## src/inc/cbs_regs.vh

```
// constants of the per-instruction bus cycle sequencer
// assumes one 20 MHz clock; bus cycles are built from several clocks
// Operation
// [RULE1] wait op pushes seven bytes, cc in cycle 9
// [RULE2] while waiting: bus released, strobe low, floated
// [RULE3] interrupt return takes ten cycles, pulls seven bytes
// [RULE4] soft trap: stack, internal cycle, vector fetch
// [RULE5] strobe-qualified devices float data when strobe low
// [RULE6] returns read opcode+1 and discard the byte
// [RULE7] immediate: 2 cycles, 16-bit operands 3 cycles
// [RULE8] direct reads: 3 cycles, 16-bit 4 cycles
// [RULE9] direct stores: acc 4 cycles, 16-bit 5 cycles
// [RULE10] extended: address high then low, then operand
// [RULE11] extended stores: acc 5 cycles, 16-bit 6
// [RULE12] extended read-modify-write 6 cycles, test writes nothing
// [RULE13] extended call 9 cycles with target re-read
// [RULE14] extended jump 3 cycles, strobe always high
// [RULE15] branches 4 cycles, two internal cycles
// [RULE16] relative call 8 cycles, three internal cycles; the code has four (cycles 3, 6, 7, 8)
// [RULE17] indexed address is index plus unsigned offset
// [RULE18] write line low only on writes; strobe on transfers; the code also drives it low on the test op's last cycle
// [RULE19] next instruction fetched at updated program counter
`ifndef CBS_REGS_VH
`define CBS_REGS_VH

// clocks per bus cycle; two are lost in the data synchroniser
`define CBS_BUS_PH     3'd4

// reset values of the program-visible registers
`define CBS_RST_PC     16'h0000
`define CBS_RST_SP     16'h01ff
`define CBS_RST_X      16'h0000
`define CBS_RST_BYTE   8'h00

// trap vector addresses
`define CBS_VEC_HI     16'hfffa
`define CBS_VEC_LO     16'hfffb

// instruction classes, taken from opcode bits 4..0
`define CBS_C_NOP      5'd0
`define CBS_C_WAI      5'd1
`define CBS_C_RTI      5'd2
`define CBS_C_SWI      5'd3
`define CBS_C_IMM8     5'd4
`define CBS_C_IMM16    5'd5
`define CBS_C_DIR8     5'd6
`define CBS_C_DIR16    5'd7
`define CBS_C_DSTA     5'd8
`define CBS_C_DSTX     5'd9
`define CBS_C_EXT8     5'd10
`define CBS_C_EXT16    5'd11
`define CBS_C_ESTA     5'd12
`define CBS_C_ESTX     5'd13
`define CBS_C_RMW      5'd14
`define CBS_C_CALL     5'd15
`define CBS_C_JMP      5'd16
`define CBS_C_BR       5'd17
`define CBS_C_BSR      5'd18
`define CBS_C_IDX      5'd19
`define CBS_C_LAST     5'd19

// opcode and condition code flag bits
`define CBS_OPB_ALT    7
`define CBS_CC_ZERO    2

// address sources
`define CBS_A_OP       4'd0
`define CBS_A_OP1      4'd1
`define CBS_A_OP2      4'd2
`define CBS_A_SP       4'd3
`define CBS_A_SPI      4'd4
`define CBS_A_EA       4'd5
`define CBS_A_EA1      4'd6
`define CBS_A_VHI      4'd7
`define CBS_A_VLO      4'd8
`define CBS_A_X        4'd9
`define CBS_A_XNC      4'd10
`define CBS_A_BR       4'd11
`define CBS_A_IDX      4'd12

// write data sources
`define CBS_W_PCL      3'd0
`define CBS_W_PCH      3'd1
`define CBS_W_RL       3'd2
`define CBS_W_RH       3'd3
`define CBS_W_A        3'd4
`define CBS_W_B        3'd5
`define CBS_W_CC       3'd6
`define CBS_W_OPR      3'd7

// read destinations
`define CBS_R_NONE     4'd0
`define CBS_R_EAH      4'd2
`define CBS_R_EAL      4'd3
`define CBS_R_CC       4'd4
`define CBS_R_B        4'd5
`define CBS_R_A        4'd6
`define CBS_R_XH       4'd7
`define CBS_R_XL       4'd8
`define CBS_R_OPR      4'd11
`define CBS_R_O16H     4'd12
`define CBS_R_O16L     4'd13
`define CBS_R_RMW      4'd15

`endif

```

## src/cbs_sync2.v

```verilog
// two-flop synchroniser for pin inputs
// assumes the inputs are asynchronous to ref_clk_in
`timescale 1ns/1ps
module cbs_sync2 #(
  parameter         W       = 8,
  parameter [W-1:0] RST_VAL = {W{1'b0}}
) (
  input  wire         ref_clk_in, // core clock
  input  wire         rstn_in,    // async reset, active low
  input  wire [W-1:0] d_in,       // raw pin level
  output reg  [W-1:0] q_out       // synchronised level
);
  reg [W-1:0] meta_r;

  // first stage feeds only the second stage
  always @(posedge ref_clk_in or negedge rstn_in)
  begin
    if (!rstn_in)
    begin
      // idle pin levels, so no false request follows reset
      meta_r <= RST_VAL;
      q_out  <= RST_VAL;
    end
    else
    begin
      meta_r <= d_in;
      q_out  <= meta_r;
    end
  end
endmodule

```

## src/cbs_addr_calc.v

```verilog
// effective address arithmetic for branch and indexed modes
// purely combinational; operands come from sequencer registers
`timescale 1ns/1ps
module cbs_addr_calc (
  input  wire [15:0] opa_in,    // opcode address
  input  wire [15:0] idx_in,    // index register
  input  wire [7:0]  off_in,    // offset byte
  output wire [15:0] br_out,    // branch target
  output wire [15:0] idx_out,   // index plus offset
  output wire [15:0] idx_nc_out // index plus offset, no carry
);
  // branch offset is signed, relative to the following instruction
  assign br_out = opa_in + 16'd2 + {{8{off_in[7]}}, off_in};

  // unsigned offset 0..255 added to the full index
  assign idx_out = idx_in + {8'h00, off_in}; // RULE17

  // low byte only: the intermediate address shown before the carry
  assign idx_nc_out = {idx_in[15:8], idx_in[7:0] + off_in};
endmodule

```

## src/cbs_sequencer.v

```verilog
// bus cycle sequencer of an 8-bit processor core
// assumes combinational-speed memory answering within one clock
`timescale 1ns/1ps
`include "cbs_regs.vh"
module cbs_sequencer #(
  parameter [2:0] BUS_PH = `CBS_BUS_PH
) (
  input  wire        ref_clk_in,   // core clock, 20 MHz
  input  wire        rstn_in,      // async reset, active low
  input  wire [7:0]  data_in,      // data bus level from pins
  input  wire        irq_n_in,     // interrupt request, active low
  output reg  [15:0] addr_out,     // address bus
  output reg         addr_oe_out,  // address bus driven
  output reg         rw_out,       // high read, low write
  output reg         rw_oe_out,    // read/write line driven
  output reg         valid_address_strobe_out, // real transfer
  output reg  [7:0]  data_out,     // data bus drive value
  output reg         data_oe_out,  // data bus driven
  output reg         bus_avail_out, // bus released while waiting
  output reg         fetch_out,    // opcode fetch cycle
  output reg  [7:0]  acc_a_out,    // accumulator a
  output reg  [15:0] idx_out,      // index register
  output reg  [15:0] sp_out        // stack pointer
);
  localparam [1:0] ST_RUN  = 2'b01;
  localparam [1:0] ST_HALT = 2'b10;
  localparam [2:0] PH_LAST = BUS_PH - 3'd1;

  reg [1:0]  st_r;
  reg [2:0]  ph_r;
  reg [3:0]  step_r;
  reg [4:0]  cls_r;
  reg [7:0]  opc_r;
  reg [15:0] pc_r;
  reg [15:0] sp_r;
  reg [15:0] x_r;
  reg [15:0] ea_r;
  reg [7:0]  a_r;
  reg [7:0]  b_r;
  reg [7:0]  cc_r;
  reg [7:0]  opr_r;
  reg        sel_sp_r;

  wire [7:0]  data_s;
  wire        irq_n_s;
  wire [15:0] br_addr;
  wire [15:0] idx_addr;
  wire [15:0] idx_nc_addr;

  // pin inputs cross through two flops before any use
  cbs_sync2 #(.W(9), .RST_VAL(9'h1ff)) u_sync (
    .ref_clk_in (ref_clk_in),
    .rstn_in    (rstn_in),
    .d_in       ({irq_n_in, data_in}),
    .q_out      ({irq_n_s, data_s})
  );

  cbs_addr_calc u_calc (
    .opa_in     (pc_r),
    .idx_in     (x_r),
    .off_in     (ea_r[7:0]),
    .br_out     (br_addr),
    .idx_out    (idx_addr),
    .idx_nc_out (idx_nc_addr)
  );

  // packs one cycle: strobe, r/w, address, write data, read dest, last
  function [13:0] mk;
    input integer v;
    input integer rw;
    input [3:0]   a;
    input [2:0]   w;
    input [3:0]   r;
    input integer l;
    begin
      mk = {v[0], rw[0], a, w, r, l[0]};
    end
  endfunction

  // unknown encodings run as a two-cycle no-op
  function [4:0] cls_of;
    input [7:0] op;
    begin
      if (op[4:0] > `CBS_C_LAST)
        cls_of = `CBS_C_NOP;
      else
        cls_of = op[4:0];
    end
  endfunction

  // instruction length in bytes, for return addresses and fall-through
  function [15:0] ilen;
    input [4:0] c;
    begin
      case (c)
        `CBS_C_NOP, `CBS_C_WAI, `CBS_C_RTI, `CBS_C_SWI: ilen = 16'd1;
        `CBS_C_IMM16, `CBS_C_EXT8, `CBS_C_EXT16, `CBS_C_ESTA,
        `CBS_C_ESTX, `CBS_C_RMW, `CBS_C_CALL, `CBS_C_JMP: ilen = 16'd3;
        default: ilen = 16'd2;
      endcase
    end
  endfunction

  // cycle table; cycle 1 (opcode fetch) is common and not listed here
  function [13:0] seq;
    input [4:0] c;
    input [3:0] s;
    reg   [8:0] k;
    begin
      k = {c, s};
      seq = mk(1, 1, `CBS_A_OP1, `CBS_W_A, `CBS_R_NONE, 1);
      case (k)
        // stacking shared by wait and soft trap
        {`CBS_C_WAI, 4'd2}, {`CBS_C_SWI, 4'd2}:
          seq = mk(1, 1, `CBS_A_OP1, `CBS_W_A, `CBS_R_NONE, 0);
        {`CBS_C_WAI, 4'd3}, {`CBS_C_SWI, 4'd3}:
          seq = mk(1, 0, `CBS_A_SP, `CBS_W_PCL, `CBS_R_NONE, 0); // RULE1
        {`CBS_C_WAI, 4'd4}, {`CBS_C_SWI, 4'd4}:
          seq = mk(1, 0, `CBS_A_SP, `CBS_W_PCH, `CBS_R_NONE, 0);
        {`CBS_C_WAI, 4'd5}, {`CBS_C_SWI, 4'd5}:
          seq = mk(1, 0, `CBS_A_SP, `CBS_W_RL, `CBS_R_NONE, 0);
        {`CBS_C_WAI, 4'd6}, {`CBS_C_SWI, 4'd6}:
          seq = mk(1, 0, `CBS_A_SP, `CBS_W_RH, `CBS_R_NONE, 0);
        {`CBS_C_WAI, 4'd7}, {`CBS_C_SWI, 4'd7}:
          seq = mk(1, 0, `CBS_A_SP, `CBS_W_A, `CBS_R_NONE, 0);
        {`CBS_C_WAI, 4'd8}, {`CBS_C_SWI, 4'd8}:
          seq = mk(1, 0, `CBS_A_SP, `CBS_W_B, `CBS_R_NONE, 0);
        {`CBS_C_WAI, 4'd9}:
          seq = mk(1, 0, `CBS_A_SP, `CBS_W_CC, `CBS_R_NONE, 1); // RULE1
        {`CBS_C_SWI, 4'd9}:
          seq = mk(1, 0, `CBS_A_SP, `CBS_W_CC, `CBS_R_NONE, 0); // RULE4
        {`CBS_C_SWI, 4'd10}:
          seq = mk(0, 1, `CBS_A_SP, `CBS_W_A, `CBS_R_NONE, 0); // RULE4
        {`CBS_C_SWI, 4'd11}:
          seq = mk(1, 1, `CBS_A_VHI, `CBS_W_A, `CBS_R_EAH, 0); // RULE4
        {`CBS_C_SWI, 4'd12}:
          seq = mk(1, 1, `CBS_A_VLO, `CBS_W_A, `CBS_R_EAL, 1); // RULE4
        // interrupt return
        {`CBS_C_RTI, 4'd2}:
          seq = mk(1, 1, `CBS_A_OP1, `CBS_W_A, `CBS_R_NONE, 0); // RULE6
        {`CBS_C_RTI, 4'd3}:
          seq = mk(0, 1, `CBS_A_SP, `CBS_W_A, `CBS_R_NONE, 0); // RULE3
        {`CBS_C_RTI, 4'd4}:
          seq = mk(1, 1, `CBS_A_SPI, `CBS_W_A, `CBS_R_CC, 0); // RULE3
        {`CBS_C_RTI, 4'd5}:
          seq = mk(1, 1, `CBS_A_SPI, `CBS_W_A, `CBS_R_B, 0);
        {`CBS_C_RTI, 4'd6}:
          seq = mk(1, 1, `CBS_A_SPI, `CBS_W_A, `CBS_R_A, 0);
        {`CBS_C_RTI, 4'd7}:
          seq = mk(1, 1, `CBS_A_SPI, `CBS_W_A, `CBS_R_XH, 0);
        {`CBS_C_RTI, 4'd8}:
          seq = mk(1, 1, `CBS_A_SPI, `CBS_W_A, `CBS_R_XL, 0);
        {`CBS_C_RTI, 4'd9}:
          seq = mk(1, 1, `CBS_A_SPI, `CBS_W_A, `CBS_R_EAH, 0);
        {`CBS_C_RTI, 4'd10}:
          seq = mk(1, 1, `CBS_A_SPI, `CBS_W_A, `CBS_R_EAL, 1); // RULE3
        // immediate
        {`CBS_C_IMM8, 4'd2}:
          seq = mk(1, 1, `CBS_A_OP1, `CBS_W_A, `CBS_R_OPR, 1); // RULE7
        {`CBS_C_IMM16, 4'd2}:
          seq = mk(1, 1, `CBS_A_OP1, `CBS_W_A, `CBS_R_O16H, 0); // RULE7
        {`CBS_C_IMM16, 4'd3}:
          seq = mk(1, 1, `CBS_A_OP2, `CBS_W_A, `CBS_R_O16L, 1); // RULE7
        // direct: one address byte, page zero
        {`CBS_C_DIR8, 4'd2}, {`CBS_C_DIR16, 4'd2}, {`CBS_C_DSTA, 4'd2},
        {`CBS_C_DSTX, 4'd2}, {`CBS_C_BR, 4'd2}, {`CBS_C_BSR, 4'd2},
        {`CBS_C_IDX, 4'd2}:
          seq = mk(1, 1, `CBS_A_OP1, `CBS_W_A, `CBS_R_EAL, 0);
        {`CBS_C_DIR8, 4'd3}, {`CBS_C_EXT8, 4'd4}:
          seq = mk(1, 1, `CBS_A_EA, `CBS_W_A, `CBS_R_OPR, 1); // RULE8
        {`CBS_C_DIR16, 4'd3}, {`CBS_C_EXT16, 4'd4}:
          seq = mk(1, 1, `CBS_A_EA, `CBS_W_A, `CBS_R_O16H, 0); // RULE8
        {`CBS_C_DIR16, 4'd4}, {`CBS_C_EXT16, 4'd5}:
          seq = mk(1, 1, `CBS_A_EA1, `CBS_W_A, `CBS_R_O16L, 1); // RULE10
        {`CBS_C_DSTA, 4'd3}, {`CBS_C_DSTX, 4'd3}, {`CBS_C_ESTA, 4'd4},
        {`CBS_C_ESTX, 4'd4}:
          seq = mk(0, 1, `CBS_A_EA, `CBS_W_A, `CBS_R_NONE, 0); // RULE9
        {`CBS_C_DSTA, 4'd4}, {`CBS_C_ESTA, 4'd5}:
          seq = mk(1, 0, `CBS_A_EA, `CBS_W_A, `CBS_R_NONE, 1); // RULE11
        {`CBS_C_DSTX, 4'd4}, {`CBS_C_ESTX, 4'd5}:
          seq = mk(1, 0, `CBS_A_EA, `CBS_W_RH, `CBS_R_NONE, 0); // RULE9
        {`CBS_C_DSTX, 4'd5}, {`CBS_C_ESTX, 4'd6}:
          seq = mk(1, 0, `CBS_A_EA1, `CBS_W_RL, `CBS_R_NONE, 1); // RULE11
        // extended: address high then low
        {`CBS_C_EXT8, 4'd2}, {`CBS_C_EXT16, 4'd2}, {`CBS_C_ESTA, 4'd2},
        {`CBS_C_ESTX, 4'd2}, {`CBS_C_RMW, 4'd2}, {`CBS_C_CALL, 4'd2},
        {`CBS_C_JMP, 4'd2}:
          seq = mk(1, 1, `CBS_A_OP1, `CBS_W_A, `CBS_R_EAH, 0); // RULE10
        {`CBS_C_EXT8, 4'd3}, {`CBS_C_EXT16, 4'd3}, {`CBS_C_ESTA, 4'd3},
        {`CBS_C_ESTX, 4'd3}, {`CBS_C_RMW, 4'd3}, {`CBS_C_CALL, 4'd3}:
          seq = mk(1, 1, `CBS_A_OP2, `CBS_W_A, `CBS_R_EAL, 0); // RULE10
        {`CBS_C_JMP, 4'd3}:
          seq = mk(1, 1, `CBS_A_OP2, `CBS_W_A, `CBS_R_EAL, 1); // RULE14
        {`CBS_C_RMW, 4'd4}:
          seq = mk(1, 1, `CBS_A_EA, `CBS_W_A, `CBS_R_RMW, 0); // RULE12
        {`CBS_C_RMW, 4'd5}:
          seq = mk(0, 1, `CBS_A_EA, `CBS_W_A, `CBS_R_NONE, 0); // RULE12
        {`CBS_C_RMW, 4'd6}:
          seq = mk(1, 0, `CBS_A_EA, `CBS_W_OPR, `CBS_R_NONE, 1); // RULE12
        // extended call
        {`CBS_C_CALL, 4'd4}:
          seq = mk(1, 1, `CBS_A_EA, `CBS_W_A, `CBS_R_NONE, 0); // RULE13
        {`CBS_C_CALL, 4'd5}, {`CBS_C_BSR, 4'd4}:
          seq = mk(1, 0, `CBS_A_SP, `CBS_W_PCL, `CBS_R_NONE, 0); // RULE13
        {`CBS_C_CALL, 4'd6}, {`CBS_C_BSR, 4'd5}:
          seq = mk(1, 0, `CBS_A_SP, `CBS_W_PCH, `CBS_R_NONE, 0); // RULE16
        {`CBS_C_CALL, 4'd7}, {`CBS_C_BSR, 4'd6}:
          seq = mk(0, 1, `CBS_A_SP, `CBS_W_A, `CBS_R_NONE, 0); // RULE13
        {`CBS_C_CALL, 4'd8}:
          seq = mk(0, 1, `CBS_A_OP2, `CBS_W_A, `CBS_R_NONE, 0); // RULE13
        {`CBS_C_CALL, 4'd9}:
          seq = mk(1, 1, `CBS_A_OP2, `CBS_W_A, `CBS_R_EAL, 1); // RULE13
        // relative branches and calls
        {`CBS_C_BR, 4'd3}, {`CBS_C_BSR, 4'd3}, {`CBS_C_BSR, 4'd7}:
          seq = mk(0, 1, `CBS_A_OP2, `CBS_W_A, `CBS_R_NONE, 0); // RULE15
        {`CBS_C_BR, 4'd4}:
          seq = mk(0, 1, `CBS_A_BR, `CBS_W_A, `CBS_R_NONE, 1); // RULE15
        {`CBS_C_BSR, 4'd8}:
          seq = mk(0, 1, `CBS_A_BR, `CBS_W_A, `CBS_R_NONE, 1); // RULE16
        // indexed read
        {`CBS_C_IDX, 4'd3}:
          seq = mk(0, 1, `CBS_A_X, `CBS_W_A, `CBS_R_NONE, 0);
        {`CBS_C_IDX, 4'd4}:
          seq = mk(0, 1, `CBS_A_XNC, `CBS_W_A, `CBS_R_NONE, 0);
        {`CBS_C_IDX, 4'd5}:
          seq = mk(1, 1, `CBS_A_IDX, `CBS_W_A, `CBS_R_OPR, 1); // RULE17
        default:
          seq = mk(1, 1, `CBS_A_OP1, `CBS_W_A, `CBS_R_NONE, 1);
      endcase
    end
  endfunction

  reg  [13:0] ctl;
  reg         vma_c;
  reg  [15:0] addr_c;
  reg  [7:0]  wdat_c;
  reg  [15:0] ea_nxt;
  reg  [15:0] pc_nxt;
  wire        c_rw   = ctl[12];
  wire [3:0]  c_as   = ctl[11:8];
  wire [2:0]  c_ws   = ctl[7:5];
  wire [3:0]  c_rs   = ctl[4:1];
  wire        c_last = ctl[0];
  wire        end_cyc = (ph_r == PH_LAST);
  wire        is_test = (cls_r == `CBS_C_RMW) & opc_r[`CBS_OPB_ALT];
  wire [15:0] ret_addr = pc_r + ilen(cls_r);
  wire [15:0] src16 = sel_sp_r ? sp_r : x_r;
  wire        taken = opc_r[`CBS_OPB_ALT] | cc_r[`CBS_CC_ZERO];
  // vma low means the bus byte is not ours to take
  wire        rd_take = end_cyc & vma_c & c_rw; // RULE5

  // current cycle decode, address and write data
  always @*
  begin
    if (step_r == 4'd1)
      ctl = mk(1, 1, `CBS_A_OP, `CBS_W_A, `CBS_R_NONE, 0);
    else
      ctl = seq(cls_r, step_r);
    // the test op leaves memory alone on its last cycle
    vma_c = ctl[13] & ~(is_test & c_last); // RULE12
    case (c_as)
      `CBS_A_OP:  addr_c = pc_r;
      `CBS_A_OP1: addr_c = pc_r + 16'd1;
      `CBS_A_OP2: addr_c = pc_r + 16'd2;
      `CBS_A_SP:  addr_c = sp_r;
      `CBS_A_SPI: addr_c = sp_r + 16'd1;
      `CBS_A_EA:  addr_c = ea_r;
      `CBS_A_EA1: addr_c = ea_r + 16'd1;
      `CBS_A_VHI: addr_c = `CBS_VEC_HI;
      `CBS_A_VLO: addr_c = `CBS_VEC_LO;
      `CBS_A_X:   addr_c = x_r;
      `CBS_A_XNC: addr_c = idx_nc_addr;
      `CBS_A_BR:  addr_c = br_addr;
      `CBS_A_IDX: addr_c = idx_addr;
      default:    addr_c = pc_r;
    endcase
    case (c_ws)
      `CBS_W_PCL: wdat_c = ret_addr[7:0];
      `CBS_W_PCH: wdat_c = ret_addr[15:8];
      `CBS_W_RL:  wdat_c = (cls_r == `CBS_C_WAI || cls_r == `CBS_C_SWI) ?
                           x_r[7:0] : src16[7:0];
      `CBS_W_RH:  wdat_c = (cls_r == `CBS_C_WAI || cls_r == `CBS_C_SWI) ?
                           x_r[15:8] : src16[15:8];
      `CBS_W_A:   wdat_c = a_r;
      `CBS_W_B:   wdat_c = b_r;
      `CBS_W_CC:  wdat_c = cc_r;
      default:    wdat_c = opr_r + 8'h01;
    endcase
  end

  // address latch and next program counter, merging the byte just read
  always @*
  begin
    ea_nxt = ea_r;
    if (rd_take && c_rs == `CBS_R_EAH)
      ea_nxt = {data_s, ea_r[7:0]};
    if (rd_take && c_rs == `CBS_R_EAL)
      ea_nxt = {ea_r[15:8], data_s};
    case (cls_r)
      `CBS_C_JMP, `CBS_C_CALL, `CBS_C_RTI, `CBS_C_SWI:
        pc_nxt = ea_nxt; // RULE19
      `CBS_C_BR:  pc_nxt = taken ? br_addr : ret_addr;
      `CBS_C_BSR: pc_nxt = br_addr;
      default:    pc_nxt = ret_addr; // RULE19
    endcase
  end

  // sequencer state, programmer registers and stack pointer
  always @(posedge ref_clk_in or negedge rstn_in)
  begin
    if (!rstn_in)
    begin
      st_r     <= ST_RUN;
      ph_r     <= 3'd0;
      step_r   <= 4'd1;
      cls_r    <= `CBS_C_NOP;
      opc_r    <= `CBS_RST_BYTE;
      pc_r     <= `CBS_RST_PC;
      sp_r     <= `CBS_RST_SP;
      x_r      <= `CBS_RST_X;
      ea_r     <= 16'h0000;
      a_r      <= `CBS_RST_BYTE;
      b_r      <= `CBS_RST_BYTE;
      cc_r     <= `CBS_RST_BYTE;
      opr_r    <= `CBS_RST_BYTE;
      sel_sp_r <= 1'b0;
    end
    else
    begin
      case (st_r)
        ST_RUN:
        begin
          ph_r <= end_cyc ? 3'd0 : ph_r + 3'd1;
          if (end_cyc)
          begin
            ea_r <= ea_nxt;
            if (rd_take)
            begin
              case (c_rs)
                `CBS_R_CC:   cc_r <= data_s;
                `CBS_R_B:    b_r <= data_s;
                `CBS_R_A:    a_r <= data_s;
                `CBS_R_XH:   x_r[15:8] <= data_s;
                `CBS_R_XL:   x_r[7:0] <= data_s;
                `CBS_R_OPR:  a_r <= data_s;
                `CBS_R_RMW:  opr_r <= data_s;
                `CBS_R_O16H:
                  if (sel_sp_r)
                    sp_r[15:8] <= data_s;
                  else
                    x_r[15:8] <= data_s;
                `CBS_R_O16L:
                  if (sel_sp_r)
                    sp_r[7:0] <= data_s;
                  else
                    x_r[7:0] <= data_s;
                default:     opr_r <= opr_r;
              endcase
            end
            // pushes step down after the write, pulls step up
            if (c_as == `CBS_A_SP && !c_rw)
              sp_r <= sp_r - 16'd1; // RULE1
            else if (c_as == `CBS_A_SPI)
              sp_r <= sp_r + 16'd1; // RULE3
            if (step_r == 4'd1)
            begin
              opc_r    <= data_s;
              cls_r    <= cls_of(data_s);
              ea_r     <= 16'h0000;
              sel_sp_r <= data_s[`CBS_OPB_ALT];
              step_r   <= 4'd2;
            end
            else if (c_last)
            begin
              step_r <= 4'd1;
              pc_r   <= pc_nxt; // RULE19
              if (cls_r == `CBS_C_WAI)
                st_r <= ST_HALT; // RULE2
            end
            else
              step_r <= step_r + 4'd1;
          end
        end
        ST_HALT:
        begin
          // stays off the bus until the request line is seen low
          ph_r <= 3'd0;
          if (!irq_n_s)
            st_r <= ST_RUN;
        end
        default:
          st_r <= ST_RUN;
      endcase
    end
  end

  // pin drivers; all outputs registered, one clock after the step
  always @(posedge ref_clk_in or negedge rstn_in)
  begin
    if (!rstn_in)
    begin
      addr_out                 <= `CBS_RST_PC;
      addr_oe_out              <= 1'b0;
      rw_out                   <= 1'b1;
      rw_oe_out                <= 1'b0;
      valid_address_strobe_out <= 1'b0;
      data_out                 <= 8'h00;
      data_oe_out              <= 1'b0;
      bus_avail_out            <= 1'b0;
      fetch_out                <= 1'b0;
      acc_a_out                <= `CBS_RST_BYTE;
      idx_out                  <= `CBS_RST_X;
      sp_out                   <= `CBS_RST_SP;
    end
    else
    begin
      acc_a_out <= a_r;
      idx_out   <= x_r;
      sp_out    <= sp_r;
      if (st_r == ST_HALT)
      begin
        addr_oe_out              <= 1'b0; // RULE2
        rw_oe_out                <= 1'b0;
        data_oe_out              <= 1'b0;
        valid_address_strobe_out <= 1'b0;
        bus_avail_out            <= 1'b1; // RULE2
        fetch_out                <= 1'b0;
      end
      else
      begin
        addr_out                 <= addr_c;
        addr_oe_out              <= 1'b1;
        rw_out                   <= c_rw; // RULE18
        rw_oe_out                <= 1'b1;
        valid_address_strobe_out <= vma_c; // RULE18
        data_out                 <= wdat_c;
        data_oe_out              <= vma_c & ~c_rw; // RULE18
        bus_avail_out            <= 1'b0;
        fetch_out                <= (step_r == 4'd1);
      end
    end
  end
endmodule

```

## config.mk

```make
export PLATFORM = sky130hd
export DESIGN_NAME = cbs_sequencer
export DESIGN_NICKNAME = d
export VERILOG_FILES = /design/src/cbs_sync2.v /design/src/cbs_addr_calc.v /design/src/cbs_sequencer.v
export VERILOG_INCLUDE_DIRS = /design/src /design/src/inc
export SDC_FILE = /design/constraint.sdc
export NUM_CORES = 1
export LEC_CHECK = 0
export BUFFER_PORTS_ARGS = -buffer_cell sky130_fd_sc_hd__clkbuf_2
export CORE_ASPECT_RATIO = 1.2
export CORE_UTILIZATION = 44
export CTS_BUF_LIST = sky130_fd_sc_hd__clkbuf_16
export DETAILED_ROUTE_END_ITERATION = 10
export PLACE_DENSITY_LB_ADDON = 0.05
export SYNTH_ARGS = -nofsm -noshare
export SYNTH_HDL_FRONTEND = slang
export SYNTH_SLANG_ARGS = --single-unit
```

## constraint.sdc

```tcl
create_clock -name ref_clk_in -period 7.1 [get_ports ref_clk_in]
set_input_delay 1.42 -clock ref_clk_in [delete_from_list [all_inputs] [get_ports ref_clk_in]]
set_output_delay 1.42 -clock ref_clk_in [all_outputs]
set_load 0.005 [all_outputs]
```

; Word-level counts from Yosys, hierarchy flattened
; Memory sizes are Yosys's and may differ from the RTL's.
; Cells that the tools add are included.
[classes]
n_addsub = 12
magnitude_cmp = 1
n_eq_ne = 136
n_mux = 37
bitwise_logic = 10
reduce_logical = 48
[ops]
columns = cell, count
row1 = $pmux 14 s41, 1
row2 = $eq 9x8->1 const B, 36
row3 = $pmux 16 s12, 1
row4 = $eq 9x6->1 const B, 20
row5 = $eq 9x9->1 const B, 16
row6 = $mux 16, 8
row7 = $eq 9x5->1 const B, 8
row8 = $eq 9x7->1 const B, 8
row9 = $pmux 8 s7, 1
row10 = $add 16x1->16 const B, 3
row11 = $mux 8, 6
row12 = $pmux 16 s3, 1
row13 = $eq 4x4->1 const B, 10
row14 = $add 16x16->16, 2
row15 = $eq 4x3->1 const B, 8
row16 = $pmux 8 s2, 2
row17 = $reduce_or 2->1, 13
row18 = $reduce_and 5->1, 5
row19 = $reduce_and 4->1, 5
row20 = $reduce_or 4->1, 5
row21 = $add 16x2->16 const B, 1
row22 = $add 16x8->16, 1
row23 = $eq 4x2->1 const B, 4
row24 = $sub 16x1->16 const B, 1
row25 = 39 further kinds, 78
[totals]
register_bits = 207
mem_bits_ro = 64
in_bits = 11
out_inout_bits = 71
elab_cells = 274
mem_count = 1
[mem_list]
columns = name, words, width, read_ports, rd_ports_with_merged_regs, wr, line_no
row1 = (no name shown), 32, 2, 1, 0, 0, cbs_sequencer.v:95  ; case (c)

; Depth between registers and ports, before layout
; Gate-level depths: netlist of run 1.
[logic_depth]
depth_word = 13
mapped_depth = 25
mapped_depth_nobuf = 19

; Hierarchy
; From an unflattened synthesis of run 1, not the netlist that was laid out.
[hier_totals]
hier_cells = 1678
area_unflattened_um2 = 14700.3
[modules_own_cells]
columns = module, n_inst, cells_per_inst, area_each_um2, seq_area_each_um2
row1 = cbs_sequencer, 1, 1469, 12756.0, 4555.6
row2 = cbs_addr_calc, 1, 191, 1471.4, 0.0
row3 = cbs_sync2, 1, 18, 473.0, 473.0

; Worst setup path before layout of run 1
; Ideal clock, no wire load.
[synth_timing]
path_type = reg2reg
from = register step_r[0]
to = register addr_out[10]
setup_time_ps = 124
arrival_time_ps = 4782
t_required_ps = 6976
path_slack_ps = 2194
stages_incl_launch_ff = 24
n_path_buf = 5
synth_period_minus_slack_ps = 4906
cell_sequence = dfstp_2 inv_1 ha_1 buf_4 mux2_4 and3_4 a311o_1 a2111o_1 or3_1 clkbuf_1 and4_1 buf_2 clkbuf_1 o21ai_0 ha_1 clkbuf_1 and3_1 and2_1 nand2_1 xnor2_1 a22o_1 a21oi_1 o2111a_1 a21oi_1
[synth_between]
elab_chain_len = 6
word_cells_on_any_way = 125
classes_between = 101 x eq/ne / 3 x mux / 21 x reduce/logical
[synth_lines]
columns = element, line_no
row1 = start: declaration, cbs_sequencer.v:31  ; reg [3:0] step_r;
row2 = start signal: assignment, cbs_sequencer.v:381  ; step_r <= step_r + 4'd1;
row3 = $eq 9x8->1 (tied with other cells), cbs_sequencer.v:112  ; case (k)
row4 = $reduce_or 7->1 (tied with other cells), cbs_sequencer.v:112
row5 = $pmux 14 s41, cbs_sequencer.v:112
row6 = $mux 14 (*), cbs_sequencer.v:255  ; if (step_r == 4'd1)
row7 = $eq 4x4->1 (tied with other cells), cbs_sequencer.v:261  ; case (c_as)
row8 = $pmux 16 s12 (*), cbs_sequencer.v:261
row9 = end signal: assignment, cbs_sequencer.v:402  ; addr_out <= `CBS_RST_PC;
row10 = end signal: assignment, cbs_sequencer.v:431  ; addr_out <= addr_c;
row11 = end: declaration, cbs_sequencer.v:12  ; output reg [15:0] addr_out,
; Mark *: on every way between the ends. The rest lies on a longest branch, timed or not.
; A chain may end at the register's enable or synchronous reset.

; Worst setup path after layout of run 1
; Same ends and word-level chain as after synthesis.

==> flow_metrics.py, run 1 <==
metrics = {
    "die": {
        "rows": 71,
        "die-area_um2": 32700,
        "dieHeight_um": 198,
        "die_x_um": 165,
        "core-area_um2": 31400,
        "ios": 82,
        "initial_core_util_pct": 44.8,
    },
    "drt": {
        "dr.first_iter.drc_count": 1721,
        "wl_met3_um": 4680,
        "avgRoutedWirePerCell_um": 29.2,
        "drc_errors": 0,
        "via_count": 13702,
        "top_layer": "met4",
        "drtAntennaViolNets": 0,
        "drt_pass1_iterations": 7,
        "wl_met1_um": 24000,
        "routed_wl_um": 59300,
        "vias_per_cell": 6.76,
        "met2WireLength_um": 27200,
    },
    "critical_path": {
        "ff2ff_path_depth": 18,
        "end_kind": "flop",
        "path_class": "flop to flop",
        "crit_buf_inv": 0,
        "cp_slowest_cell": "or4b_2",
        "reg2reg_slack_ns": 1.46,
        "cp_data_arrival_time_ns": 5.99,
        "reg2reg_from": "step_r[0]$_DFFE_PN1P_",
        "worst-path-stages": 18,
        "cp_max_fo": 16,
        "cp.required_ns": 7.46,
        "max_stage_delay_ns": 0.72,
        "cp-start-kind": "flop",
        "crit_chain": "ha_1 -> or4b_2 -> o32ai_1 -> a211oi_1 -> nor4b_1 -> a21boi_0 -> and4_1 -> nand2_1 -> o21ai_0 -> ha_1 -> and3_1 -> and2_1 -> nand2_1 -> xnor2_1 -> a22o_1 -> a21oi_1 -> o2111a_1 -> a21oi_1",
        "path_delay_family": "simple AND/OR/NAND/NOR gates",
        "reg2reg_to": "addr_out[10]$_DFFE_PN0N_",
    },
    "place": {
        "portBuffers": 81,
        "gp_congestion": 0.993,
        "hpwlAfterDp_um": 42200,
    },
    "power": {
        "power_w": 0.00625,
        "power_density_nw_per_um2": 406,
        "ir_drop_mv": 0.360,
        "p_leak_nw": 6.43,
    },
    "clock_network": {
        "postCtsSetupBuffers": 0,
        "cts-buffers-inserted": 17,
        "root_buffer": "clkbuf_16",
        "cts_hold_buffers": 0,
        "htreeDepth": 4,
        "cts_sinks": 199,
        "clkTransAtPathRegs_ns": 0.10,
        "post_cts_resized": 0,
        "clockBufferDepth": 2,
        "clock_latency_ns": 0.47,
        "cts_tree": "done",
    },
    "yosys": {
        "synth_area_leaders": "dfrtp_1, dfstp_2, mux2_2",
        "synth_area_um2": 14100,
        "syn-num-nets": 1660,
        "synth_edf_count": 0,
        "yosysWarnings": 0,
        "avgSynthCellArea_um2": 8.73,
        "synth_seq_cells": 199,
        "synth_top_area_share_pct": 28.5,
        "postSynthCellCount": 1609,
        "synthArstFlopShare_pct": 100,
        "synth.distinct_cells": 89,
        "synth_top_area_cell": "dfrtp_1",
        "synth_flop_cell": "dfrtp_1",
        "yosysSeqAreaShare_pct": 35.8,
    },
    "global_route": {
        "grt_overflow_total": 0,
        "grt_max_degree": 154,
        "grt_use_total_pct": 37.2,
        "grt_antenna_before_repair": 0,
        "grt_pass1_vias": 13048,
        "grt_pass1_wl_um": 87800,
    },
    "timing": {
        "finalSetupTns_ns": 0,
        "tightest_slew_ns": 1.22,
        "slew_violations": 0,
        "slew_headroom_pct": 18.1,
        "fin_hold_ws_ns": 0.351,
        "fin_crit_ns": 5.64,
        "finClkSkew_ns": 0.0135,
        "rsz0062_at_grt": "false",
        "fmax_ghz": 0.177,
        "hold_viol": 0,
        "period_share_pct": 79.4,
        "finalSetupViolCount": 0,
    },
    "cells_and_area": {
        "nNetsFinal": 1663,
        "area_growth_pct": 9.38,
        "drive_above_1_share_pct": 16.9,
        "fillCellCount": 3071,
        "layout_commonest_cell": "nand2_1",
        "final_cell_mix": "nand2_1, dfrtp_1, nor2_1",
    },
    "worst_hold_path": {
        "hold_path_startpoint": "u_sync.meta_r[7]$_DFF_PN1_",
        "hold_end": "u_sync.q_out[7]$_DFF_PN1_",
        "hold_depth": 0,
        "hold_class": "flop to flop",
    },
    "job": {
        "drv_cap": 0,
    },
    "run_status": {
        "outcome": "completed",
    },
}
## how the worst max path moves through the flow
stage,end,start
global route,addr_out[12]$_DFFE_PN0N_,step_r[0]$_DFFE_PN1P_
global placement,addr_out[12]$_DFFE_PN0N_,step_r[0]$_DFFE_PN1P_
finish,addr_out[10]$_DFFE_PN0N_,step_r[0]$_DFFE_PN1P_
CTS,addr_out[10]$_DFFE_PN0N_,step_r[0]$_DFFE_PN1P_
floorplan,addr_out[10]$_DFFE_PN0N_,step_r[0]$_DFFE_PN1P_
detailed placement,addr_out[12]$_DFFE_PN0N_,step_r[0]$_DFFE_PN1P_
## worst register-to-register path: stages, from the launching register on
cell	delay [ns]
dfstp_2	0.57
ha_1	0.57
or4b_2	0.72
o32ai_1	0.44
a211oi_1	0.09
nor4b_1	0.20
a21boi_0	0.48
and4_1	0.54
nand2_1	0.09
o21ai_0	0.11
ha_1	0.43
and3_1	0.29
and2_1	0.21
nand2_1	0.09
xnor2_1	0.14
a22o_1	0.18
a21oi_1	0.11
o2111a_1	0.20
a21oi_1	0.06
## kinds of logic (layout without fill, tap and decap cells)
| group | after synthesis | in the layout | synth area share (%) |
|---|---|---|---|
| AND/OR/NAND/NOR | 596 | 596 | 21.5 |
| AO/OA/AOI/OAI | 446 | 446 | 22.1 |
| flip-flops | 199 | 199 | 35.8 |
| buffers and inverters | 155 | 171 | 4.51 |
| multiplexers | 90 | 90 | 7.27 |
| XOR/XNOR | 83 | 83 | 5.17 |
| adder cells (fa/ha/maj) | 40 | 40 | 3.72 |
| other | 0 | 1 | 0 |
## per-stage QoR
step,setup slack [ns],util (%),std cells,area (um2)
after floorplan,2.19,-,1609,14100
after global placement,1.69,46.9,1993,14700
after detailed placement,1.61,46.9,1993,14700
after CTS,1.59,49.0,2025,15400
after global routing,1.08,49.0,2026,15400
final,1.46,49.0,2027,15400
## final cells by class
cell class,count,area [um2],share of cell area (%)
multi-input combinational,1255,8440,54.9
timing repair buffer,106,613,3.99
tap,401,502,3.26
inverter,33,124,0.806
clock inverter,15,238,1.55
clock buffer,17,425,2.77
antenna,1,2.50,0.0163
sequential,199,5030,32.7
## synthesized netlist by cell type (6+ instances only)
cell type	n
o21a_1	7
inv_1	32
a21o_1	9
mux2_2	60
o22a_1	15
nand3b_1	10
nor4b_1	9
nor4_1	10
nand4_1	18
clkbuf_1	90
a211oi_1	15
and3_1	33
o21ai_0	79
or2_2	6
buf_1	8
a221oi_1	17
or3_1	14
nor3_1	45
a22o_1	24
nor2b_1	15
xor2_1	36
nand3_1	70
o211ai_1	16
dfstp_2	39
nand2b_1	17
nor2_1	124
xnor2_1	47
a22oi_1	16
o211a_1	6
mux2i_1	24
and4_1	7
ha_1	37
o221ai_1	8
o22ai_1	32
o31ai_1	12
nand2_1	170
a31oi_1	26
a21oi_1	85
buf_4	6
and2_1	16
dfrtp_1	160
buf_2	17
o32ai_1	9
## report_power, final
group	switching, W	internal [W]
clock network	0.000620	0.000509
registers	0.000524	0.00142
logic	0.00204	0.00113
## metal layers
metal | vias up | GRT usage [%]
met5 | - | 0
met4 | 0 | 19.3
met3 | 184 | 5.28
met2 | 735 | 58.7
met1 | 6810 | 49.1
li1 | 5973 | -
## sequential cells by signal, indices dropped and copies added (netlist names), 9 cells and up
register,cells
pc_r,16
addr_out,16
sp_r,16
u_sync.meta_r,9
x_r,16
idx_out,16
sp_out,16
u_sync.q_out,9
ea_r,16
(Power assumes the default switching activity.)
==> run 2: changes to the inputs <==
- clock period: 7.1 -> 5 ns (I/O delays scaled with it)
==> run 2 against run 1 <==
Critical path depth shrank 7. Worst hold slack improved by 0.0072 ns. Critical endpoint is now ea_r[2]$_DFFE_PN0P_. Global-route usage is 0.78 points higher. Routed wire length increased by 1.6%. Non-clock buffer count grew 73. Clock power grew 30%. Largest power group unchanged. Register-to-register slack got worse by 1.3 ns.
==> flow_metrics.py, run 2 (synthesized netlist as in run 1, its figures left out) <==
metrics = {
    "run_status": {
        "outcome": "completed",
    },
    "drt": {
        "dr.first_iter.drc_count": 1678,
        "drtAntennaViolNets": 0,
        "avgRoutedWirePerCell_um": 28.7,
        "drt_pass1_iterations": 6,
        "via_count": 13974,
        "vias_per_cell": 6.66,
        "drc_errors": 0,
        "routed_wl_um": 60200,
    },
    "place": {
        "hpwlAfterDp_um": 44300,
        "portBuffers": 81,
        "placed_cell_area_um2": 15300,
        "gp_congestion": 1.01,
        "dp.cells": 2067,
    },
    "timing": {
        "fin_crit_ns": 4.80,
        "period_share_pct": 96.0,
        "slew_headroom_pct": 20.4,
        "finalSetupTns_ns": 0,
        "fmax_ghz": 0.208,
        "finalSetupViolCount": 0,
        "slew_violations": 0,
        "tightest_slew_ns": 1.18,
        "finClkSkew_ns": 0.0141,
        "hold_viol": 0,
        "rsz0062_at_grt": "false",
    },
    "die": {
        "dieHeight_um": 198,
        "rows": 71,
        "core-area_um2": 31400,
        "initial_core_util_pct": 44.8,
        "ios": 82,
        "die_x_um": 165,
        "die-area_um2": 32700,
    },
    "power": {
        "p_leak_nw": 6.78,
        "power_density_nw_per_um2": 574,
        "power_w": 0.00913,
        "ir_drop_mv": 0.354,
    },
    "cells_and_area": {
        "layout.cells.non_filler": 2099,
        "nNetsFinal": 1736,
        "layout_commonest_cell": "nand2_1",
        "finalInstanceArea_um2": 15900,
        "antenna_cells": 0,
        "final_cell_mix": "nand2_1, dfrtp_1, nor2_1",
        "area_growth_pct": 13.3,
        "drive_above_1_share_pct": 20.7,
        "utilization_pct": 50.8,
    },
    "clock_network": {
        "postCtsSetupBuffers": 0,
        "cts_sinks": 199,
        "clkTransAtPathRegs_ns": 0.08,
        "cts_tree": "done",
        "post_cts_resized": 0,
        "cts_hold_buffers": 0,
        "root_buffer": "clkbuf_16",
        "htreeDepth": 4,
        "clockBufferDepth": 2,
        "clock_latency_ns": 0.47,
        "cts-buffers-inserted": 17,
    },
    "global_route": {
        "grt_overflow_total": 0,
        "grt_antenna_before_repair": 1,
        "grt_max_degree": 99,
        "grt_pass1_vias": 13227,
        "top_usage_layer": "met2",
        "grt_use_met3_pct": 5.72,
        "grt_use_total_pct": 38.0,
        "grt_pass1_wl_um": 89300,
        "use_met1_pct": 50.8,
        "met2_usage_pct": 59.6,
    },
    "critical_path": {
        "reg2reg_slack_ns": 0.20,
        "end_kind": "flop",
        "path_class": "flop to flop",
        "cp.required_ns": 5.40,
        "cp-start-kind": "flop",
        "cp_data_arrival_time_ns": 5.20,
        "cp_max_fo": 12,
    },
    "worst_hold_path": {
        "hold_class": "flop to flop",
    },
    "job": {
        "drv_cap": 0,
    },
}
run 2: path summary, 6_finish.rpt:
path,from,endpoint,cells after the start
hold reg to reg,u_sync.meta_r[6]$_DFF_PN1_,u_sync.q_out[6]$_DFF_PN1_,0
hold / removal,u_sync.meta_r[6]$_DFF_PN1_,u_sync.q_out[6]$_DFF_PN1_,0
max in group asynchronous,rstn_in,sp_out[1]$_DFF_PN1_,2
setup / recovery,step_r[0]$_DFFE_PN1P_,ea_r[2]$_DFFE_PN0P_,11
setup reg to reg,step_r[0]$_DFFE_PN1P_,ea_r[2]$_DFFE_PN0P_,11
min in group asynchronous,rstn_in,st_r[1]$_DFFE_PN0P_,1
run 2: area by class of cell:
class	count	area [um2]
repair buffers	179	1190
well taps	401	502
clock buffers	17	425
inverters	33	124
flip-flops and latches	199	5030
fillers	2999	15400
multi-input cells	1255	8460
clock inverters	15	190
run 2: worst max-delay path: stages (launching register included):
cell and delay [ns]:
dfstp_2 0.58, inv_1 0.08, ha_2 0.29, mux2_4 0.29, and3_4 0.19, a311o_1 0.41
a2111o_1 0.37, or4_4 0.59, and3_1 0.27, nor4_4 1.03, and2_1 0.42, a22o_1 0.20
run 2: metal layers:
| metal | part of all wire, % | up-vias |
|---|---|---|
| li1 | - | 6131 |
| met1 | 41 | 6928 |
| met2 | 46 | 748 |
| met3 | 7.5 | 167 |
| met4 | 5.5 | 0 |
| met5 | 0 | - |
run 2: power by group:
group | leakage (nW) | internal [W] | switching (W)
sequential | 2.55 | 0.00202 | 0.000658
combinational | 3.93 | 0.00188 | 0.00310
clock | 0.298 | 0.000688 | 0.000778
total | 6.78 | 0.00459 | 0.00454
run 2: stage by stage:
step / hold WS (ns) / worst slack [ns]
finish: 0.358 / 0.200
global route: 0.357 / 0.0459
CTS: 0.358 / 0.209
detailed placement: 0.347 / 0.212
global placement: 0.345 / 0.299
floorplan: 0.345 / 0.0943
